### config.mk
export PLATFORM = sky130hd
export DESIGN_NAME = mic_irq_ctrl
export DESIGN_NICKNAME = d
export VERILOG_FILES = /design/src/hdl/mic_pkg.sv /design/src/hdl/mic_edge_detect.sv /design/src/hdl/mic_irq_ctrl.sv
export SDC_FILE = /design/constraint.sdc
export NUM_CORES = 1
export LEC_CHECK = 0
export ABC_CLOCK_PERIOD_IN_PS = 2270
export CAP_MARGIN = 20
export CORE_MARGIN = 2
export CORE_UTILIZATION = 60
export DETAILED_ROUTE_END_ITERATION = 12
export DONT_BUFFER_PORTS = 1
export PLACE_DENSITY = 0.8
export SYNTH_ARGS = -nofsm -noshare
export SYNTH_HDL_FRONTEND = slang
export SYNTH_SLANG_ARGS = --single-unit
### constraint.sdc
create_clock -name REF_CLK -period 2.27 [get_ports REF_CLK]
set_clock_uncertainty 0.15 [all_clocks]
set_input_delay 0.1135 -clock REF_CLK [delete_from_list [all_inputs] [get_ports REF_CLK]]
set_output_delay 0.1135 -clock REF_CLK [all_outputs]
set_load 0.02 [all_outputs]
### src/hdl/mic_pkg.sv
// constants shared by the interrupt controller files
package mic_pkg;
	// data memory addresses of the two control registers
	localparam logic [7:0] ADDR_CTRL_PRIMARY = 8'h0b;
	localparam logic [7:0] ADDR_CTRL_SECONDARY = 8'h1e;
	// primary register field positions
	localparam int BIT_MASTER_EN = 0;
	localparam int BIT_PIN_A_EN = 1;
	localparam int BIT_PIN_B_EN = 2;
	localparam int BIT_TIMER_EN = 3;
	localparam int BIT_PIN_A_FLAG = 4;
	localparam int BIT_PIN_B_FLAG = 5;
	localparam int BIT_TIMER_FLAG = 6;
	// secondary register field positions
	localparam int BIT_CONV_EN = 0;
	localparam int BIT_CONV_FLAG = 4;
	// values after reset
	localparam logic [7:0] RST_CTRL_PRIMARY = 8'h00;
	localparam logic [7:0] RST_CTRL_SECONDARY = 8'h00;
	// vectors in priority order
	localparam logic [10:0] VEC_PIN_A = 11'h004;
	localparam logic [10:0] VEC_PIN_B = 11'h008;
	localparam logic [10:0] VEC_TIMER = 11'h00c;
	localparam logic [10:0] VEC_CONV = 11'h010;
	localparam int NUM_SRC = 4;
endpackage

### src/hdl/mic_edge_detect.sv
// edge detector for one external request pin
`timescale 1ns/100ps
`default_nettype none
module mic_edge_detect
(
	// clock and reset
	input wire logic clk,
	input wire logic arst_n,
	// pin and option
	input wire logic pin,
	input wire logic pin_enable,
	input wire logic rising_sel,
	// one-cycle request pulse
	output logic edge_pulse
);
	logic prev_ff;
	logic nxt_prev;

	// remember last level
	always_comb
	begin
		nxt_prev = pin;
	end

	always_ff @(posedge clk or negedge arst_n)
	begin
		if (!arst_n)
			prev_ff <= 1'b0;
		else
			prev_ff <= nxt_prev;
	end

	// pulse on the chosen transition only when the option enables the pin
	always_comb
	begin
		if (rising_sel)
			edge_pulse = pin_enable & pin & ~prev_ff;
		else
			edge_pulse = pin_enable & ~pin & prev_ff;
	end
endmodule // mic_edge_detect
`default_nettype wire

### src/hdl/mic_irq_ctrl.sv
// interrupt controller: flags, enables, priority, acknowledge and wake
// Function
// - four sources: two pins, timer overflow, converter overflow
// - acknowledge clears master enable; new requests still set flags
// - software re-enabling master and source allows nested acknowledge
// - no acknowledge while return stack is full
// - acknowledge pushes only program counter and branches to vector
// - every source can wake device from power-down
// - pins raise flags on configured edge; flags at primary bits 4 and 5
// - pin requests call 04H or 08H, clearing flag and master enable
// - timer overflow sets bit 6, calls 0CH, clears flag and master
// - converter timer A or B overflow sets bit 4, calls 10H
// - interrupt return sets master enable; plain return leaves it
// - requests sampled and serviced on next phase-two pulse
// - fixed priority pin A, pin B, timer, converter; master masks all
// - primary register at 0BH holds master, enables and three flags
// - secondary register at 1EH holds converter enable and flag
// - flags stay until serviced or cleared; enables never block setting
// - primary bits 0..3 master, pin A, pin B, timer enables; bit 7 zero
// - secondary bit 0 converter enable; other unused bits read zero
// - a flag already set at power-down entry gives no wake-up
`timescale 1ns/100ps
`default_nettype none
module mic_irq_ctrl
#(
	parameter int VEC_W = 11
)
(
	// clock and reset
	input wire logic REF_CLK,
	input wire logic ARST_N,
	// external pins and their configuration options
	input wire logic EXT_IRQ_PIN_A,
	input wire logic EXT_IRQ_PIN_B,
	input wire logic PIN_A_OPT_ENABLE,
	input wire logic PIN_B_OPT_ENABLE,
	input wire logic PIN_A_OPT_RISING,
	input wire logic PIN_B_OPT_RISING,
	// internal overflow sources
	input wire logic TIMER_OVERFLOW,
	input wire logic CONV_TIMER_A_OVERFLOW,
	input wire logic CONV_TIMER_B_OVERFLOW,
	// data memory access from the core
	input wire logic [7:0] DATA_ADDR,
	input wire logic DATA_WR,
	input wire logic [7:0] DATA_WDATA,
	output logic [7:0] DATA_RDATA,
	// core sequencer
	input wire logic PHASE_TWO_PULSE,
	input wire logic STACK_FULL,
	input wire logic RETURN_FROM_ISR,
	input wire logic SUBROUTINE_RETURN,
	input wire logic POWER_DOWN_ENTER,
	input wire logic POWER_DOWN,
	// acknowledge to the core
	output logic IRQ_ACK,
	output logic [VEC_W-1:0] IRQ_VECTOR,
	output logic WAKE_UP
);
	logic [7:0] prim_ff, nxt_prim;
	logic [7:0] sec_ff, nxt_sec;
	logic [3:0] wake_mask_ff, nxt_wake_mask;
	logic ack_ff, nxt_ack;
	logic [VEC_W-1:0] vec_ff, nxt_vec;
	logic [7:0] rdata_ff, nxt_rdata;
	logic wake_ff, nxt_wake;
	logic edge_a, edge_b;
	logic [3:0] flags, enables, hw_set, sw_set, clr, pend;
	logic [1:0] win;
	logic grant;

	// encoded priority pick, lowest index wins
	function automatic logic [1:0] pick(input logic [3:0] req);
		logic [1:0] r;
		r = 2'h0;
		for (int i = mic_pkg::NUM_SRC - 1; i >= 0; i--)
			if (req[i])
				r = 2'(i);
		return r;
	endfunction

	function automatic logic [VEC_W-1:0] vector_of(input logic [1:0] s);
		logic [VEC_W-1:0] v;
		unique case (s)
			2'h0: v = VEC_W'(mic_pkg::VEC_PIN_A);
			2'h1: v = VEC_W'(mic_pkg::VEC_PIN_B);
			2'h2: v = VEC_W'(mic_pkg::VEC_TIMER);
			2'h3: v = VEC_W'(mic_pkg::VEC_CONV);
		endcase
		return v;
	endfunction

	mic_edge_detect u_edge_a
	(
		.clk(REF_CLK),
		.arst_n(ARST_N),
		.pin(EXT_IRQ_PIN_A),
		.pin_enable(PIN_A_OPT_ENABLE),
		.rising_sel(PIN_A_OPT_RISING),
		.edge_pulse(edge_a)
	);

	mic_edge_detect u_edge_b
	(
		.clk(REF_CLK),
		.arst_n(ARST_N),
		.pin(EXT_IRQ_PIN_B),
		.pin_enable(PIN_B_OPT_ENABLE),
		.rising_sel(PIN_B_OPT_RISING),
		.edge_pulse(edge_b)
	);

	// source vectors, index is priority order
	always_comb
	begin
		flags = {sec_ff[mic_pkg::BIT_CONV_FLAG],
			prim_ff[mic_pkg::BIT_TIMER_FLAG],
			prim_ff[mic_pkg::BIT_PIN_B_FLAG],
			prim_ff[mic_pkg::BIT_PIN_A_FLAG]};
		enables = {sec_ff[mic_pkg::BIT_CONV_EN],
			prim_ff[mic_pkg::BIT_TIMER_EN],
			prim_ff[mic_pkg::BIT_PIN_B_EN],
			prim_ff[mic_pkg::BIT_PIN_A_EN]};
		hw_set = {CONV_TIMER_A_OVERFLOW | CONV_TIMER_B_OVERFLOW,
			TIMER_OVERFLOW, edge_b, edge_a};
	end

	// masking and priority over the flagged requests
	always_comb
	begin
		// a flag raised since the last pulse is served at this one
		pend = flags & enables;
		win = pick(pend);
		// software re-arming master lets a nested request through
		grant = PHASE_TWO_PULSE & prim_ff[mic_pkg::BIT_MASTER_EN]
			& (|pend) & ~STACK_FULL;
	end

	// register writes, flag set and acknowledge side effects
	always_comb
	begin
		logic [3:0] newf;
		logic wr_p, wr_s;
		newf = '0;
		wr_p = DATA_WR && DATA_ADDR == mic_pkg::ADDR_CTRL_PRIMARY;
		wr_s = DATA_WR && DATA_ADDR == mic_pkg::ADDR_CTRL_SECONDARY;
		nxt_prim = prim_ff;
		nxt_sec = sec_ff;
		// software ones on flags count as requests
		sw_set = '0;
		clr = '0;
		if (wr_p)
		begin
			nxt_prim = {1'b0, DATA_WDATA[6:0]};
			sw_set[2:0] = DATA_WDATA[6:4];
		end
		if (wr_s)
		begin
			nxt_sec = '0;
			nxt_sec[mic_pkg::BIT_CONV_EN] = DATA_WDATA[mic_pkg::BIT_CONV_EN];
			sw_set[3] = DATA_WDATA[mic_pkg::BIT_CONV_FLAG];
		end
		// interrupt return re-arms master; plain return does not
		if (RETURN_FROM_ISR)
			nxt_prim[mic_pkg::BIT_MASTER_EN] = 1'b1;
		// acknowledge clears master and the served flag
		if (grant)
		begin
			nxt_prim[mic_pkg::BIT_MASTER_EN] = 1'b0;
			clr[win] = 1'b1;
		end
		newf = flags;
		if (wr_p)
			newf[2:0] = DATA_WDATA[6:4];
		if (wr_s)
			newf[3] = DATA_WDATA[mic_pkg::BIT_CONV_FLAG];
		// hardware set wins over any clear
		newf = (newf & ~clr) | hw_set | sw_set;
		nxt_prim[mic_pkg::BIT_PIN_A_FLAG] = newf[0];
		nxt_prim[mic_pkg::BIT_PIN_B_FLAG] = newf[1];
		nxt_prim[mic_pkg::BIT_TIMER_FLAG] = newf[2];
		nxt_sec[mic_pkg::BIT_CONV_FLAG] = newf[3];
		nxt_prim[7] = 1'b0;
		nxt_sec[7:5] = 3'h0;
		nxt_sec[3:1] = 3'h0;
	end

	// acknowledge strobe and vector; core pushes only the PC
	always_comb
	begin
		nxt_ack = grant;
		nxt_vec = vec_ff;
		if (grant)
			nxt_vec = vector_of(win);
	end

	// sources flagged at power-down entry cannot wake
	always_comb
	begin
		nxt_wake_mask = wake_mask_ff;
		if (POWER_DOWN_ENTER)
			nxt_wake_mask = ~flags;
		// a hardware event from a source not flagged at entry wakes the device during power-down
		nxt_wake = POWER_DOWN & |(hw_set & wake_mask_ff);
	end

	// read mux; unmapped addresses read zero
	always_comb
	begin
		nxt_rdata = 8'h00;
		if (DATA_ADDR == mic_pkg::ADDR_CTRL_PRIMARY)
			nxt_rdata = prim_ff;
		else if (DATA_ADDR == mic_pkg::ADDR_CTRL_SECONDARY)
			nxt_rdata = sec_ff;
	end

	// all state registers
	always_ff @(posedge REF_CLK or negedge ARST_N)
	begin
		if (!ARST_N)
		begin
			prim_ff <= mic_pkg::RST_CTRL_PRIMARY;
			sec_ff <= mic_pkg::RST_CTRL_SECONDARY;
			wake_mask_ff <= 4'hf;
			ack_ff <= 1'b0;
			vec_ff <= '0;
			rdata_ff <= 8'h00;
			wake_ff <= 1'b0;
		end
		else
		begin
			prim_ff <= nxt_prim;
			sec_ff <= nxt_sec;
			wake_mask_ff <= nxt_wake_mask;
			ack_ff <= nxt_ack;
			vec_ff <= nxt_vec;
			rdata_ff <= nxt_rdata;
			wake_ff <= nxt_wake;
		end
	end

	assign IRQ_ACK = ack_ff;
	assign IRQ_VECTOR = vec_ff;
	assign DATA_RDATA = rdata_ff;
	assign WAKE_UP = wake_ff;

	a_ack_clears_master: assert property (@(posedge REF_CLK) disable iff (!ARST_N)
		grant && !RETURN_FROM_ISR && !DATA_WR
		|=> !prim_ff[mic_pkg::BIT_MASTER_EN])
		else $error("master enable not cleared on acknowledge");
	a_full_no_ack: assert property (@(posedge REF_CLK) disable iff (!ARST_N)
		STACK_FULL |=> !IRQ_ACK)
		else $error("acknowledge while stack full");
	a_ack_on_phase: assert property (@(posedge REF_CLK) disable iff (!ARST_N)
		IRQ_ACK |-> $past(PHASE_TWO_PULSE))
		else $error("acknowledge without phase-two pulse");
	a_ack_one_cycle: assert property (@(posedge REF_CLK) disable iff (!ARST_N)
		IRQ_ACK |=> !IRQ_ACK)
		else $error("acknowledge strobe longer than one cycle");
	a_return_from_isr_sets_master: assert property (@(posedge REF_CLK) disable iff (!ARST_N)
		RETURN_FROM_ISR && !grant && !DATA_WR
		|=> prim_ff[mic_pkg::BIT_MASTER_EN])
		else $error("interrupt return did not set master");
	a_timer_flag_set: assert property (@(posedge REF_CLK) disable iff (!ARST_N)
		TIMER_OVERFLOW |=> prim_ff[mic_pkg::BIT_TIMER_FLAG])
		else $error("timer flag not set");
	a_pin_a_first: assert property (@(posedge REF_CLK) disable iff (!ARST_N)
		grant && pend[0] |=> IRQ_VECTOR == VEC_W'(mic_pkg::VEC_PIN_A))
		else $error("priority order broken");
	a_prim_bit7_zero: assert property (@(posedge REF_CLK) disable iff (!ARST_N)
		!prim_ff[7] && !sec_ff[7])
		else $error("unused bit set");
	// an enabled flag at a pulse is acknowledged on the next cycle
	a_pend_served: assert property (@(posedge REF_CLK) disable iff (!ARST_N)
		PHASE_TWO_PULSE && prim_ff[mic_pkg::BIT_MASTER_EN]
		&& (|(flags & enables)) && !STACK_FULL |=> IRQ_ACK)
		else $error("enabled request not served at phase-two pulse");
	a_no_ack_masked: assert property (@(posedge REF_CLK) disable iff (!ARST_N)
		!prim_ff[mic_pkg::BIT_MASTER_EN] |=> !IRQ_ACK)
		else $error("acknowledge with master enable off");
	// a set flag stays until served or written
	a_flag_holds: assert property (@(posedge REF_CLK) disable iff (!ARST_N)
		prim_ff[mic_pkg::BIT_PIN_A_FLAG] && !grant && !DATA_WR
		|=> prim_ff[mic_pkg::BIT_PIN_A_FLAG])
		else $error("request flag lost");
	// converter timer B raises the converter flag
	a_conv_flag_set: assert property (@(posedge REF_CLK) disable iff (!ARST_N)
		CONV_TIMER_B_OVERFLOW |=> sec_ff[mic_pkg::BIT_CONV_FLAG])
		else $error("converter flag not set");
	a_pin_b_vector: assert property (@(posedge REF_CLK) disable iff (!ARST_N)
		grant && win == 2'h1 |=> IRQ_VECTOR == VEC_W'(mic_pkg::VEC_PIN_B))
		else $error("wrong vector for second pin");
	a_timer_vector: assert property (@(posedge REF_CLK) disable iff (!ARST_N)
		grant && win == 2'h2 |=> IRQ_VECTOR == VEC_W'(mic_pkg::VEC_TIMER))
		else $error("wrong vector for timer");
	a_conv_vector: assert property (@(posedge REF_CLK) disable iff (!ARST_N)
		grant && win == 2'h3 |=> IRQ_VECTOR == VEC_W'(mic_pkg::VEC_CONV))
		else $error("wrong vector for converter");
	// serving clears the flag unless a fresh edge arrives with it
	a_ack_clears_flag: assert property (@(posedge REF_CLK) disable iff (!ARST_N)
		grant && win == 2'h0 && !edge_a && !DATA_WR
		|=> !prim_ff[mic_pkg::BIT_PIN_A_FLAG])
		else $error("served flag not cleared");
	// a source event during power-down wakes the device
	a_wake_on_event: assert property (@(posedge REF_CLK) disable iff (!ARST_N)
		POWER_DOWN && TIMER_OVERFLOW && wake_mask_ff[2] |=> WAKE_UP)
		else $error("no wake-up on source event");
	// masked or absent events never wake
	a_no_wake_flagged: assert property (@(posedge REF_CLK) disable iff (!ARST_N)
		!(|(hw_set & wake_mask_ff)) |=> !WAKE_UP)
		else $error("wake-up from a source flagged at entry");
	a_sec_unused_zero: assert property (@(posedge REF_CLK) disable iff (!ARST_N)
		sec_ff[3:1] == 3'h0 && sec_ff[7:5] == 3'h0)
		else $error("unused secondary bit set");
	// a software one on a flag sets it
	a_sw_flag_set: assert property (@(posedge REF_CLK) disable iff (!ARST_N)
		DATA_WR && DATA_ADDR == mic_pkg::ADDR_CTRL_PRIMARY
		&& DATA_WDATA[mic_pkg::BIT_TIMER_FLAG]
		|=> prim_ff[mic_pkg::BIT_TIMER_FLAG])
		else $error("software flag write ignored");
	// plain return leaves master as it was
	a_ret_keeps_master: assert property (@(posedge REF_CLK) disable iff (!ARST_N)
		SUBROUTINE_RETURN && !RETURN_FROM_ISR && !grant && !DATA_WR
		|=> prim_ff[mic_pkg::BIT_MASTER_EN]
		== $past(prim_ff[mic_pkg::BIT_MASTER_EN]))
		else $error("plain return changed master enable");
	a_vec_stable: assert property (@(posedge REF_CLK) disable iff (!ARST_N)
		!grant |=> $stable(IRQ_VECTOR))
		else $error("vector changed without acknowledge");
endmodule // mic_irq_ctrl
`default_nettype wire

==> out/summary.md <==
Register-to-register path setup slack: 0.22 ns. Data on the critical path arrives at its endpoint at 2.30 ns. Overall power: 0.9542 mW. Setup violations remaining at the end of the flow were counted as 0. Of all nets on the critical path, the largest fanout is 6.

In this run the power density over the cells is 543.5 nW/um^2. Sequential element share of the synthesized area: 0.5098. Vertical die dimension: 51.17 microns. Dividing the synthesized area by the synthesized cell count gives 10.51 sq um. The share of synthesized flip-flops with an asynchronous set or reset is 1.000, and the wire length per cell after detailed routing is 18.06 microns.

Number of enable flip-flop cells after synthesis: 0. Max-cap violations in this run came to 0. The tools report the final-layout setup total negative slack as 0 ns. After floorplanning, the core was sized to cover 2148 sq um. Clock tree synthesis inserted a total of 3 buffers. Among the stages of the critical path, the cell type that occurs most often is sky130_fd_sc_hd__dlygate4sd3_1. Share of the synthesized area in the top cell type: 0.4311.

The slowest cell on the critical path is sky130_fd_sc_hd__dlygate4sd3_1. The run gives 0.6214 as the initial core utilization. Hold violation total from the final report: 0. Port buffering added 0 buffers. Launch point of the worst reg-to-reg path: prim_ff[0]. Yosys printed 0 warnings. The cell count after synthesis came out at 127. The total congestion overflow is 0. The analysis attributes to cell leakage a power of 0.7945 nW. The number of antenna violations at the first check in global routing came out at 0. After clock tree synthesis, the clock-pin slew on the worst setup and hold paths is 0.15 ns. In the post-synthesis netlist, the biggest area contributors are sky130_fd_sc_hd__dfrtp_1, sky130_fd_sc_hd__dfstp_2, sky130_fd_sc_hd__nand2_1, sky130_fd_sc_hd__buf_4, sky130_fd_sc_hd__and2_1. The share of the clock period used by the worst path is 0.9771. The logs give 0 for the final antenna diode count and 0.7611 for the routability congestion estimate from global placement. The total number of vias is 1,154. CTS saw 27 sinks.

The depth of the CTS H-tree is 1. The area growth from synthesis to layout is 31.49%. The critical path is of the primary input to flop type. The routed design could run at a clock period as short as 2.218 ns. Startpoint class of the critical path: a primary input. Data on the critical path is required at its endpoint by 2.35 ns. Among all cell types in the netlist, the one instantiated most often is sky130_fd_sc_hd__nand2_1. The total die area was 2618 sq um.

Detail-routed via count per cell: 5.888. The later pin in the worst-skew pair is clocked with a latency of 0.32 ns. The wire-length estimate of the detail-placed layout is 1821 microns. The flow ran to the end, and the final reports show no timing, DRC or antenna violations. Most instantiated flip-flop cell in the synthesis netlist: sky130_fd_sc_hd__dfrtp_1.

The tools report the post-route cell area as 1755 sq um. Walking the worst path, the cells encountered are nor3b_2, dlygate4sd3_1, nand4_4, and3_4, a211o_1, dlygate4sd3_1. sky130_fd_sc_hd__dfrtp_1 takes more of the synthesized area than any other cell.

The detailed-route DRC error count came out at 0. The via count of the first global-routing pass was 1,106; the maximum number of pins on one net before global-route repair was 28. The count of cells along the worst register-to-register path came out at 5. Cell area reported after detailed placement: 1328 sq um. The tools report the initial DRC count as 58. The run gives 4 as the number of detailed-routing iterations run before antenna repair. The run gives 2 as the maximum root-to-sink buffer count.

Setup repair after global routing left no endpoint under its margin. The tools report the remaining antenna violation count as 0. The worst setup path is captured at a flop. Clock tree root buffer cell: sky130_fd_sc_hd__clkbuf_4. TritonCTS built the clock tree. From left edge to right edge, the die measures 51.17 microns.

The tightest min-delay check is of the primary input to flop type. After clock tree synthesis, the setup repair step added 0 buffers. The ratio of cells with drive above 1 in the final layout is 0.1190.

In this run the worst setup path begins at DATA_ADDR[2]. After synthesis, the most frequently instantiated cells are sky130_fd_sc_hd__nand2_1, sky130_fd_sc_hd__dfrtp_1, sky130_fd_sc_hd__buf_4. In this run the critical register-to-register path is captured at prim_ff[6]. The number of synthesized register bits was 27; the top achievable clock speed was 450.9 MHz. The longest individual stage delay on the worst path works out to 0.70 ns. Across the VDD grid, the largest voltage drop is 647.9 uV.

The number of distinct library cells after synthesis was 37. The final layout contains routed wiring with a total length of 3540 microns. The first global-routing pass estimated 5492 microns of wire.

The total standard cell area after synthesis is 1335 sq um, and the global-route total usage across every layer is 0.2945. The final max-slew violation count is 0, and the floorplan row count is 17. Destination of the critical timing path: prim_ff[6].

55 I/O pins were placed. The number of nets in the finished design was 205.
-- routing by layer --
metal  wire, microns  up-vias  track usage
met1            1340      564       0.3533
met5               0        -            0
met2            1813       70       0.5087
li1                -      504            -
met4             143        0       0.1351
met3             242       16      0.05556
-- layout make-up --
class                   count  area (sq um)
repair buffers             39         400.4
fillers                   122         392.9
well taps                  28         35.03
multi-input cells          90         581.8
inverters                   8         30.03
clock inverters             1         5.005
clock buffers               3         22.52
flip-flops and latches     27         680.7
-- how the worst min path moves through the flow --
stage | startpoint | to | slack (ns) | cells after the start
finish | PIN_A_OPT_RISING | WAKE_UP | 0.01 | 4
global route | DATA_ADDR[5] | sec_ff[4] | 0.01 | 3
CTS | DATA_ADDR[5] | sec_ff[4] | 0.01 | 3
detailed placement | ARST_N | DATA_RDATA[1] | -0.33 | 0
global placement | ARST_N | DATA_RDATA[3] | -0.33 | 0
floorplan | ARST_N | DATA_RDATA[0] | -0.33 | 0
-- power by group --
group	switching [mW]	internal, mW	total [mW]
Combinational	0.0831	0.0838	0.167
Sequential	0.0512	0.524	0.575
Clock	0.146	0.0661	0.212
-- what timing repair did --
item | CTS | global route
endpoints found under the hold margin | 45 | 1
hold buffers | 38 | 2
setup endpoints to repair | 0 | 1
gates resized for setup | 0 | 1
-- through the flow --
step | hold slack, ns | instances | setup slack [ns] | util
detailed placement | -0.3314 | 153 | 0.5012 | 0.6179
finish | 0.01212 | 196 | 0.05200 | 0.8171
floorplan | -0.3321 | 135 | 0.6129 | -
CTS | 0.01250 | 195 | 0.08867 | 0.8125
global placement | -0.3316 | 153 | 0.5254 | 0.6179
global route | 0.009860 | 196 | 0.05203 | 0.8171
-- sequential cells by signal, summed over array words and instances, names as in the netlist --
signal / cells
DATA_RDATA: 7
IRQ_ACK: 1
IRQ_VECTOR: 3
WAKE_UP: 1
prim_ff: 7
sec_ff: 2
u_edge_a.prev_ff: 1
u_edge_b.prev_ff: 1
wake_mask_ff: 4
-- kinds of logic after synthesis --
logic type	after synthesis	synth area share
other	1	0.002809
multiplexers	6	0.04780
AO/OA/AOI/OAI	19	0.1022
adder cells (fa/ha/maj)	2	0.01874
buffers and inverters	18	0.07684
AND/OR/NAND/NOR	54	0.2418
flip-flops	27	0.5098
-- worst max-delay path, delay by kind of cell --
| family | cells | cell delay [ns] |
|---|---|---|
| AOI/OAI and AO/OA | 1 | 0.25 |
| buffers and inverters | 2 | 1.25 |
| and+or+nand+nor | 3 | 0.67 |
-- cell usage in the layout, fill, tap and decap left out, drive strengths merged, types with 4 or more instances in the layout --
cell         synthesis  layout
dlygate4sd3          0      38
nand2               25      25
dfrtp               23      23
conb                 1       9
inv                  8       8
and2                 6       6
o21ai                6       6
nor2                 5       5
dfstp                4       4
nand4                4       4
Power figures use the tool's default switching activity.
